**config.mk**
```make
export PLATFORM = sky130hd
export DESIGN_NAME = pcr_top
export DESIGN_NICKNAME = d
export VERILOG_FILES = /design/src/pcr_pkg.sv /design/src/pcr_dir_select.sv /design/src/pcr_boot_check.sv /design/src/pcr_top.sv
export SDC_FILE = /design/constraint.sdc
export NUM_CORES = 1
export LEC_CHECK = 0
export BUFFER_PORTS_ARGS = -buffer_cell sky130_fd_sc_hd__buf_2
export CAP_MARGIN = 20
export CORE_MARGIN = 2
export CORE_UTILIZATION = 50
export DETAILED_ROUTE_END_ITERATION = 8
export PLACE_DENSITY = 0.78
export SLEW_MARGIN = 0
export SYNTH_ARGS = -nofsm -noshare
export SYNTH_HDL_FRONTEND = slang
export SYNTH_SLANG_ARGS = --single-unit
```
**constraint.sdc**
```tcl
create_clock -name clk_sys -period 3.7 [get_ports clk_sys]
set_input_delay 0.185 -clock clk_sys [delete_from_list [all_inputs] [get_ports clk_sys]]
set_output_delay 0.185 -clock clk_sys [all_outputs]
set_load 0.05 [all_outputs]
```
**src/pcr_pkg.sv**
```systemverilog
// Package for the peripheral configuration register block.
// Assumes a 20 MHz system clock and an APB register bus with 32-bit data.
package pcr_pkg;

    // Register map. The printed offset is not a multiple of four, so it is an index.
    localparam logic [7:0] PCR_IDX_CONFIG_ONE = 8'hAA;
    localparam logic [11:0] PCR_ADDR_CONFIG_ONE = {2'h0, PCR_IDX_CONFIG_ONE, 2'h0};
    localparam logic [31:0] PCR_RESET_CONFIG_ONE = 32'h40000000;
    localparam logic [11:0] PCR_ADDR_STATUS = 12'h2AC;

    // Field positions.
    localparam int PCR_POS_PARITY = 31;
    localparam int PCR_POS_SS_OFF = 30;
    localparam int PCR_POS_ILIM_LO = 22;
    localparam int PCR_POS_ILIM_EN = 21;
    localparam int PCR_POS_DIR_LO = 19;
    localparam int PCR_POS_DIR_MODE = 18;
    localparam int PCR_POS_SELFCHK = 17;
    localparam int PCR_POS_GAP_LO = 13;
    localparam int PCR_POS_MOD_LO = 10;
    localparam int PCR_POS_RANGE = 9;
    localparam int PCR_POS_ALARM_OFF = 8;

    // Direction override codes.
    localparam logic [1:0] PCR_DIR_PIN_A = 2'h0;
    localparam logic [1:0] PCR_DIR_FORCE_CW = 2'h1;
    localparam logic [1:0] PCR_DIR_FORCE_CCW = 2'h2;
    localparam logic [1:0] PCR_DIR_PIN_B = 2'h3;

    // Reserved speed gap code and the code it is treated as.
    localparam logic [3:0] PCR_GAP_RESERVED = 4'hE;
    localparam logic [3:0] PCR_GAP_FULL = 4'hF;

    // Bus current limit in mA per code.
    localparam logic [15:0] PCR_ILIM_MA [16] = '{
        16'd125, 16'd250, 16'd500, 16'd1000, 16'd1500, 16'd2000, 16'd2500, 16'd3000,
        16'd3500, 16'd4000, 16'd4500, 16'd5000, 16'd5500, 16'd6000, 16'd7000, 16'd8000};

    // Speed gap threshold in tenths of a percent per code.
    localparam logic [9:0] PCR_GAP_PERMILLE [16] = '{
        10'd25, 10'd50, 10'd100, 10'd150, 10'd200, 10'd250, 10'd300, 10'd350,
        10'd400, 10'd450, 10'd500, 10'd600, 10'd700, 10'd800, 10'd1000, 10'd1000};

    // Modulation index threshold in percent per code.
    localparam logic [6:0] PCR_MOD_PCT [8] = '{
        7'd0, 7'd40, 7'd50, 7'd60, 7'd70, 7'd80, 7'd90, 7'd100};

    // Digital speed input range limits in Hz.
    localparam logic [16:0] PCR_RANGE_HI_MIN = 17'd325;
    localparam logic [16:0] PCR_RANGE_HI_MAX = 17'd95000;
    localparam logic [16:0] PCR_RANGE_LO_MIN = 17'd10;
    localparam logic [16:0] PCR_RANGE_LO_MAX = 17'd325;

    // Power-up self-check sequencing states.
    typedef enum logic [2:0] {
        PCR_ST_IDLE = 3'b001,
        PCR_ST_CHECK = 3'b010,
        PCR_ST_DONE = 3'b100
    } pcr_boot_e;

endpackage

```
**src/pcr_dir_select.sv**
```systemverilog
// Direction selection and direction-change response for the motor controller.
// Assumes the direction pin has already passed a two flip-flop synchroniser.
`timescale 1ns/100ps
module pcr_dir_select
    import pcr_pkg::*;
(
    // Clock and reset
    input wire logic clk_sys,
    input wire logic rst,
    // Configuration
    input wire logic [1:0] dir_override,
    input wire logic dir_change_mode,
    // Direction pin, synchronised
    input wire logic dir_pin_sync,
    // Results
    output logic dir_ccw,
    output logic dir_change_stop,
    output logic dir_change_reverse
);

    logic dir_now;
    logic dir_reg;
    logic [2:0] seen_reg;

    always_comb begin
        case (dir_override)
            PCR_DIR_FORCE_CW: dir_now = 1'b0;
            PCR_DIR_FORCE_CCW: dir_now = 1'b1;
            default: dir_now = dir_pin_sync;
        endcase
    end

    always_ff @(posedge clk_sys or posedge rst) begin
        if (rst) begin
            dir_reg <= 1'b0;
            seen_reg <= 3'h0;
        end else begin
            dir_reg <= dir_now;
            seen_reg <= {seen_reg[1:0], 1'b1};
        end
    end

    // The pin synchroniser restarts from zero, so the stored direction is real only three edges after reset.
    // Comparing earlier would raise a false change pulse whenever the pin sits high through reset.
    wire dir_changed = seen_reg[2] && (dir_reg != dir_now);

    always_ff @(posedge clk_sys or posedge rst) begin
        if (rst) begin
            dir_ccw <= 1'b0;
            dir_change_stop <= 1'b0;
            dir_change_reverse <= 1'b0;
        end else begin
            dir_ccw <= dir_now;
            dir_change_stop <= dir_changed && !dir_change_mode;
            dir_change_reverse <= dir_changed && dir_change_mode;
        end
    end
endmodule

```
**src/pcr_boot_check.sv**
```systemverilog
// Power-up self-check sequencer: runs the check once after reset when enabled.
// Assumes the self-check engine answers with a one-cycle done pulse.
`timescale 1ns/100ps
module pcr_boot_check
    import pcr_pkg::*;
(
    // Clock and reset
    input wire logic clk_sys,
    input wire logic rst,
    // Configuration
    input wire logic selfchk_enable,
    // Self-check engine
    input wire logic selfchk_done,
    output logic selfchk_start,
    output logic boot_ready
);

    pcr_boot_e state_reg;
    logic settled_reg;

    always_ff @(posedge clk_sys or posedge rst) begin
        if (rst) begin
            state_reg <= PCR_ST_IDLE;
        end else begin
            case (state_reg)
                PCR_ST_IDLE: begin
                    // The enable is sampled one cycle after release, so a reset value is used.
                    if (selfchk_enable) begin
                        state_reg <= PCR_ST_CHECK;
                    end else begin
                        state_reg <= PCR_ST_DONE;
                    end
                end
                PCR_ST_CHECK: begin
                    if (selfchk_done) begin
                        state_reg <= PCR_ST_DONE;
                    end
                end
                PCR_ST_DONE: state_reg <= PCR_ST_DONE;
                default: state_reg <= PCR_ST_IDLE;
            endcase
        end
    end

    // The machine still sits in reset at the releasing edge, so checks on its moves start one edge later.
    always_ff @(posedge clk_sys or posedge rst) begin
        if (rst) begin
            settled_reg <= 1'b0;
        end else begin
            settled_reg <= 1'b1;
        end
    end

    assign selfchk_start = (state_reg == PCR_ST_CHECK);
    assign boot_ready = (state_reg == PCR_ST_DONE);
endmodule

```
**src/pcr_top.sv**
```systemverilog
// Peripheral configuration register with APB access and decoded settings.
// Assumes an APB master on clk_sys; the direction pin is asynchronous.
`timescale 1ns/100ps
module pcr_top
    import pcr_pkg::*;
(
    // Clock and reset
    input wire logic clk_sys,
    input wire logic rst,
    // APB slave
    input wire logic psel,
    input wire logic penable,
    input wire logic pwrite,
    input wire logic [11:0] paddr,
    input wire logic [31:0] pwdata,
    input wire logic [3:0] pstrb,
    output logic [31:0] prdata,
    output logic pready,
    output logic pslverr,
    // Pins
    input wire logic dir_pin,
    input wire logic alarm_request,
    output logic alarm_out,
    output logic alarm_out_oe_n,
    // Self-check engine
    input wire logic selfchk_done,
    output logic selfchk_start,
    // Decoded settings to the control core
    output logic spread_clock_modulation,
    output logic [15:0] bus_ilim_ma,
    output logic bus_ilim_active,
    output logic dir_ccw,
    output logic dir_change_stop,
    output logic dir_change_reverse,
    output logic [9:0] brake_gap_permille,
    output logic [6:0] brake_mod_pct,
    output logic [16:0] speed_in_min_hz,
    output logic [16:0] speed_in_max_hz,
    output logic boot_ready
);

    logic [31:0] config_reg;
    logic [31:0] config_next;
    logic [1:0] dir_sync_reg;
    logic [1:0] alarm_sync_reg;
    logic settled_reg;

    // Field views of the stored register.
    wire ss_modulation_off = config_reg[PCR_POS_SS_OFF];
    wire [3:0] ilim_code = config_reg[PCR_POS_ILIM_LO +: 4];
    wire ilim_enable = config_reg[PCR_POS_ILIM_EN];
    wire [1:0] dir_override = config_reg[PCR_POS_DIR_LO +: 2];
    wire dir_change_mode = config_reg[PCR_POS_DIR_MODE];
    wire selfchk_enable = config_reg[PCR_POS_SELFCHK];
    wire [3:0] brake_speed_gap_threshold = config_reg[PCR_POS_GAP_LO +: 4];
    wire [2:0] brake_modulation_threshold = config_reg[PCR_POS_MOD_LO +: 3];
    wire range_low = config_reg[PCR_POS_RANGE];
    wire alarm_output_off = config_reg[PCR_POS_ALARM_OFF];

    // APB decode. The slave answers in the first access cycle, no wait states.
    wire apb_access = psel && penable;
    wire hit_config = (paddr == PCR_ADDR_CONFIG_ONE);
    wire hit_status = (paddr == PCR_ADDR_STATUS);
    wire apb_write_cfg = apb_access && pwrite && hit_config;

    assign pready = 1'b1;
    assign pslverr = apb_access && !(hit_config || (hit_status && !pwrite));

    // Byte lanes merge into the stored word; reserved bits store like any other.
    always_comb begin
        config_next = config_reg;
        for (int i = 0; i < 4; i++) begin
            if (pstrb[i]) begin
                config_next[i*8 +: 8] = pwdata[i*8 +: 8];
            end
        end
    end

    always_ff @(posedge clk_sys or posedge rst) begin
        if (rst) begin
            config_reg <= PCR_RESET_CONFIG_ONE;
        end else if (apb_write_cfg) begin
            config_reg <= config_next;
        end
    end

    // Read data is registered during setup so it stands through the access cycle.
    always_ff @(posedge clk_sys or posedge rst) begin
        if (rst) begin
            prdata <= 32'h00000000;
        end else if (psel && !penable && !pwrite) begin
            if (hit_config) begin
                prdata <= config_reg;
            end else if (hit_status) begin
                prdata <= {26'h0000000, dir_change_reverse, dir_change_stop, bus_ilim_active,
                           spread_clock_modulation, selfchk_start, boot_ready};
            end else begin
                prdata <= 32'h00000000;
            end
        end
    end

    // Pin synchronisers.
    always_ff @(posedge clk_sys or posedge rst) begin
        if (rst) begin
            dir_sync_reg <= 2'h0;
            alarm_sync_reg <= 2'h0;
        end else begin
            dir_sync_reg <= {dir_sync_reg[0], dir_pin};
            alarm_sync_reg <= {alarm_sync_reg[0], alarm_request};
        end
    end

    // Decoded settings are registered so the core sees clean levels.
    always_ff @(posedge clk_sys or posedge rst) begin
        if (rst) begin
            spread_clock_modulation <= 1'b0;
            bus_ilim_ma <= 16'h0000;
            bus_ilim_active <= 1'b0;
            brake_gap_permille <= 10'h000;
            brake_mod_pct <= 7'h00;
            speed_in_min_hz <= 17'h00000;
            speed_in_max_hz <= 17'h00000;
            alarm_out <= 1'b0;
            alarm_out_oe_n <= 1'b1;
        end else begin
            spread_clock_modulation <= !ss_modulation_off;
            bus_ilim_ma <= PCR_ILIM_MA[ilim_code];
            bus_ilim_active <= ilim_enable;
            if (brake_speed_gap_threshold == PCR_GAP_RESERVED) begin
                brake_gap_permille <= PCR_GAP_PERMILLE[PCR_GAP_FULL];
            end else begin
                brake_gap_permille <= PCR_GAP_PERMILLE[brake_speed_gap_threshold];
            end
            brake_mod_pct <= PCR_MOD_PCT[brake_modulation_threshold];
            speed_in_min_hz <= range_low ? PCR_RANGE_LO_MIN : PCR_RANGE_HI_MIN;
            speed_in_max_hz <= range_low ? PCR_RANGE_LO_MAX : PCR_RANGE_HI_MAX;
            // A disabled alarm pin is released, not driven low.
            alarm_out <= alarm_sync_reg[1] && !alarm_output_off;
            alarm_out_oe_n <= alarm_output_off;
        end
    end

    pcr_dir_select u_dir (
        .clk_sys(clk_sys),
        .rst(rst),
        .dir_override(dir_override),
        .dir_change_mode(dir_change_mode),
        .dir_pin_sync(dir_sync_reg[1]),
        .dir_ccw(dir_ccw),
        .dir_change_stop(dir_change_stop),
        .dir_change_reverse(dir_change_reverse)
    );

    pcr_boot_check u_boot (
        .clk_sys(clk_sys),
        .rst(rst),
        .selfchk_enable(selfchk_enable),
        .selfchk_done(selfchk_done),
        .selfchk_start(selfchk_start),
        .boot_ready(boot_ready)
    );

    // Decoded outputs still hold reset values after the releasing edge, so checks on them start one edge later.
    always_ff @(posedge clk_sys or posedge rst) begin
        if (rst) begin
            settled_reg <= 1'b0;
        end else begin
            settled_reg <= 1'b1;
        end
    end
endmodule

```
# Yosys cells after proc, flatten, opt, wreduce, memory -nomap -nowiden
# Memories as Yosys holds them, arrays and structs flattened. A register that Yosys moved wholly into a read port is not among the register bits.
# Cells that the tools add are included.
# Widths: inputs -> output; s select.
[classes]
addsub = 0
multipliers = 0
n_div = 0
n_lt_le_gt_ge = 1
n_eq_ne = 10
shift = 0
mux = 11
bitwise_logic = 3
reduce_logical = 22
[op_table]
columns = ["operator", "n"]
rows = [
  ["$mux 32", 1],
  ["$mux 10", 3],
  ["$eq 12x10->1 const B", 2],
  ["$mux 17", 1],
  ["$logic_and 1x1->1", 11],
  ["$not 4->5", 2],
  ["$mux 9", 1],
  ["$pmux 3 s3", 1],
  ["$reduce_and 2->1", 4],
  ["$logic_not 1->1", 6],
  ["$mux 3", 2],
  ["$mux 6", 1],
  ["$ge 5x5->1 const B", 1],
  ["$eq 4x4->1 const B", 1],
  ["$not 3->4", 1],
  ["$eq 3x1->1 const B", 1],
  ["$eq 3x2->1 const B", 1],
  ["$eq 3x3->1 const B", 1],
  ["$eq 2x1->1 const B", 1],
  ["$eq 2x2->1 const B", 1],
  ["$ne 2x2->1 const B", 1],
  ["$pmux 1 s2", 1],
  ["$logic_or 1x1->1", 1],
  ["$ne 1x1->1", 1],
]
[word_totals]
register_bits = 117
latchBits = 0
ram_bits = 0
romBits = 472
inputBits = 56
word_cells = 69
memories = 3
[memory_table]
columns = ["name", "depth", "width", "read_ports", "rd_ports_with_merged_regs", "write_ports", "line_no", "source"]
rows = [
  ["(name not given)", 16, 16, 1, 1, 0, "pcr_top.sv:128", "bus_ilim_ma <= PCR_ILIM_MA[ilim_code];"],
  ["(name not given)", 16, 10, 1, 0, 0, "pcr_top.sv:133", "brake_gap_permille <= PCR_GAP_PERMILLE[brake_speed_gap_threshold];"],
  ["(name not given)", 8, 7, 1, 1, 0, "pcr_top.sv:135", "brake_mod_pct <= PCR_MOD_PCT[brake_modulation_threshold];"],
]

# Depth between registers and ports, before layout
[logic_depth]
depth_word = 5
depth_mapped = 6

# Cells and area by module
# Synthesis repeated with hierarchy kept, for this count alone.
[unflattened]
cells_unflattened = 384
hier_area_um2 = 4973.5
[modules_own_cells]
columns = ["module", "n_inst", "cells_each", "area_per_inst_um2", "seq_area_each_um2"]
rows = [
  ["pcr_top", 1, 352, 4584.4, 2605.0],
  ["pcr_dir_select", 1, 18, 236.5, 150.1],
  ["pcr_boot_check", 1, 14, 152.6, 76.3],
]

# Worst setup path after synthesis
# OpenSTA, ideal clock, no wires.
[synth_path]
kind = "reg-to-reg"
start = "reg u_boot.state_reg[2]"
end = "reg prdata[0]"
setup_ns = 0.085
t_arrival_ns = 2.095
t_required_ns = 3.615
slack_ns = 1.520
path_stages_with_launch = 5
n_path_buf = 1
synth_period_minus_slack_ns = 2.180
path_cell_list = "dfrtp_1 -> clkbuf_1 -> nor3b_1 -> mux2i_1 -> o21ai_0"
[synth_between]
elab_chain_len = 3
[synth_lines]
columns = ["item", "line_no", "source"]
rows = [
  ["start: declaration", "pcr_boot_check.sv:18", "pcr_boot_e state_reg;"],
  ["start signal: assignment", "pcr_boot_check.sv:23", "state_reg <= PCR_ST_IDLE;"],
  ["start signal: assignment", "pcr_boot_check.sv:29", "state_reg <= PCR_ST_CHECK;"],
  ["start signal: assignment", "pcr_boot_check.sv:31", "state_reg <= PCR_ST_DONE;"],
  ["$eq 3x3->1", "pcr_boot_check.sv:55", "assign boot_ready = (state_reg == PCR_ST_DONE);"],
  ["named net boot_ready", "pcr_top.sv:39", "output logic boot_ready"],
  ["$mux 6", "pcr_top.sv:94", "end else if (hit_status) begin"],
  ["$mux 32", "pcr_top.sv:92", "if (hit_config) begin"],
  ["end signal: assignment", "pcr_top.sv:93", "prdata <= config_reg;"],
  ["end signal: assignment", "pcr_top.sv:95", "prdata <= {26'h0000000, dir_change_reverse, dir_change_stop, bus_ilim_active,"],
  ["end: declaration", "pcr_top.sv:17", "output logic [31:0] prdata,"],
]
# The timed path passes the listed nets, and every way through them passes these cells.
# A chain may end at the register's enable or synchronous reset.

# Worst setup path in the final report
[layout_path]
start = "in paddr[4]"
end = "out pslverr"
[layout_between]
elab_chain_len = 5
[layout_lines]
columns = ["item", "line_no", "source"]
rows = [
  ["start: declaration", "pcr_top.sv:14", "input wire logic [11:0] paddr,"],
  ["$eq 12x10->1", "pcr_top.sv:63", "wire hit_status = (paddr == PCR_ADDR_STATUS);"],
  ["$logic_and 1x1->1", "pcr_top.sv:67", "assign pslverr = apb_access && !(hit_config || (hit_status && !pwrite));"],
  ["$logic_or 1x1->1 *", "pcr_top.sv:67", ""],
  ["$logic_not 1->1 *", "pcr_top.sv:67", ""],
  ["$logic_and 1x1->1 *", "pcr_top.sv:67", ""],
  ["end: declaration", "pcr_top.sv:19", "output logic pslverr,"],
]
# Every way passes the cells marked *; elsewhere a longest branch is shown, timed or not.

==> metrics.txt <==
insertion delay of the later-clocked pin in the worst-skew pair=0.36 ns; Inserted Clock Buffers=9; number of setup buffers added after CTS=0; PwrDens=375 mW/mm^2; first-pass GRT wire length=14800 um; Max VDD drop=0.201 mV; Nets=580; Global Route Usage Sum=18.4%; commonest non-fill, non-tap cells in the layout=buf_2, dfrtp_1, mux2_2; Final Max Slew Viols=0; CTS tree=yes; minimum clock period after layout=2.05 ns; top cell type's share of synthesized area=55.3%; die area=0.0107 sq mm; Hold Path Class=in2reg; Detailed Route WL=9740 um; # placed instances=623; startpoint type of the worst setup path=input port; top_reg_cell synth=dfrtp_1; remaining number of nets flagged by the antenna check after routing=0; number of instances in the synthesized netlist=383; total number of vias=3198; arrival time of the worst setup path=1.87 ns; Synth cell types=39; iteration count of the initial detailed-routing pass=4; total power=0.00218 W; detailed-route vias per instance=4.97; switching part of the total=23.5%; cell taking the most area after synthesis=dfrtp_1; average instance area after synthesis=12.9 sq um; Die Height=103 um; HPWL Detailed=7110 um; logic gate share of total power=6.9%; Worst EP required=3.51 ns; most frequent standard cell in the layout excluding fill and tap cells=buf_2; result of the run=complete, no violations; Initial DRC Count=80; Syn. warnings=0; Core Box Area=0.00968 sq mm; clk_skew=0.0107 ns; synth top area cells=dfrtp_1, mux2_2, buf_4; share of synthesized registers carrying an async set or reset=100%; achievable frequency=487 MHz; worst setup margin=1.65 ns; number of cell rows=36; die width=103 um; Max transition margin=42.9%; pin count of the biggest net entering global routing=89; worst-margin pin slew=0.857 ns; setup repair after global routing missed its margin=false; fraction of power consumed by the clock network=36.7%; Final GP Congestion=0.819; global-route track usage on met2=30.3%; initial antenna violation count=0; sequential fraction of design power=56.4%; count of final hold-check violations=0; endpoint kind of the worst setup timing path=output pin; Leakage Power=3.04 nW; cell at the root of the clock tree=clkbuf_8; worst-path maximum fanout=7; post-CTS clock slew at the launch and capture registers of the worst setup and hold paths=0.10 ns; max-cap violation count=0; GRT Residual Overflow=0; final worst path period share=55.5%; Port Buffers=143; Internal=0.00167 W; number of synthesized flops with an enable pin=0; I/O pin count=166; CTS sink cnt=112; Post-Layout Cell Count=643; Yosys reg bits=112; most congested layer reported by global routing=met2; H-tree depth=3; maximum number of buffers from clock root to sink=2; category of the most critical setup path=in2out; number of remaining DRC errors=0; sequential share of the synthesized area=56.9%; final core occ=60.1%; final setup vio count=0; met1 layer usage reported by global route=24.6%; Routed wire per std cell=15.1 um; Post-Synthesis Cell Area=0.00493 sq mm; effective utilization at floorplan=50.9%; met3 Track Usage GR=3.70%; layout-stage area growth over the synthesis result=18.1%; setup TNS=0 ns; setup slack after placement=1.37 ns; antenna diode count=0; vias in the first global route=2968; Switching Power=0.000513 W; share of final-layout standard cells stronger than drive strength 1=40.6%
[synth_stat cells (3+ instances only)]
library cell	count
nand2b_1	3
mux2_2	35
o21ai_0	18
ha_1	19
mux2i_1	14
buf_2	4
a22o_1	26
o211ai_1	3
nand2_1	16
nor3b_1	5
inv_1	15
nand4_1	4
a31oi_1	3
dfstp_2	3
a21oi_1	5
clkbuf_1	17
nor4_4	5
nand3b_1	3
nor2_1	10
mux2_1	3
dfrtp_1	109
nor3_1	3
buf_4	38
[logic make-up after synthesis]
logic type	count (synthesis)	synth area share (%)
buffers and inverters	74	8.63
and+or+nand+nor	60	8.38
DFF	112	56.9
AOI/OAI and AO/OA	61	8.73
other	2	0.152
adders and majority gates	19	4.82
xor gates and xnor gates	2	0.355
muxes	53	12.0
[through the flow]
step	hold WS (ns)	area, sq um
6_report	0.0502	5820
5_1_grt	0.0292	5820
4_1_cts	0.0318	5780
3_5_place_dp	0.300	5540
3_3_place_gp	0.294	5540
2_1_floorplan	0.216	5010
[area by class of cell]
cell class,count,area (sq um)
Inverter,15,58.8
Fill cell,773,3860
Tap cell,133,166
Clock buffer,11,141
Timing Repair Buffer,149,788
Multi-Input combinational cell,218,1780
Sequential cell,112,2810
Clock inverter,5,85.1
[layer usage]
metal / share of wire (%) / wire length [um] / vias up
li1: - / - / 1509
met1: 44 / 4270 / 1565
met2: 50 / 4820 / 115
met3: 5.3 / 520 / 9
met4: 1.2 / 121 / 0
met5: 0 / 0 / -
[final timing paths]
kind / from / endpoint / slack [ns] / cells after the start
max in group asynchronous: rst / config_reg[30]$_DFFE_PP1P_ / 2.42 / 5
max: paddr[4] / pslverr / 1.65 / 5
max reg2reg: config_reg[13]$_DFFE_PP0P_ / brake_gap_permille[7]$_DFF_PP0_ / 2.03 / 4
min reg2reg: dir_sync_reg[0]$_DFF_PP0_ / dir_sync_reg[1]$_DFF_PP0_ / 0.36 / 0
min in group asynchronous: rst / brake_gap_permille[2]$_DFF_PP0_ / 0.28 / 3
min: pwdata[8] / config_reg[8]$_DFFE_PP0P_ / 0.05 / 2
[power groups by stage]
stage | sequential [W] | combinational (W) | clock (W)
2_1_floorplan | 0.00126 | 0.000109 | 0
3_3_place_gp | 0.00126 | 0.000145 | 0
3_5_place_dp | 0.00126 | 0.000146 | 0
4_1_cts | 0.00123 | 0.000148 | 0.000827
5_1_grt | 0.00123 | 0.000164 | 0.000873
6_report | 0.00123 | 0.000151 | 0.000801
[critical path: stages]
cell and delay [ns]:
buf_2 0.09, or4b_1 0.80, a2111oi_0 0.49, nor2_1 0.07, buf_2 0.23
[timing repair]
action	4_1_cts	5_1_grt
resized for setup	0	0
endpoints found under the setup margin	0	0
hold endpoints to repair	2	12
hold buffers	2	1
Power figures use the tool's default switching activity.
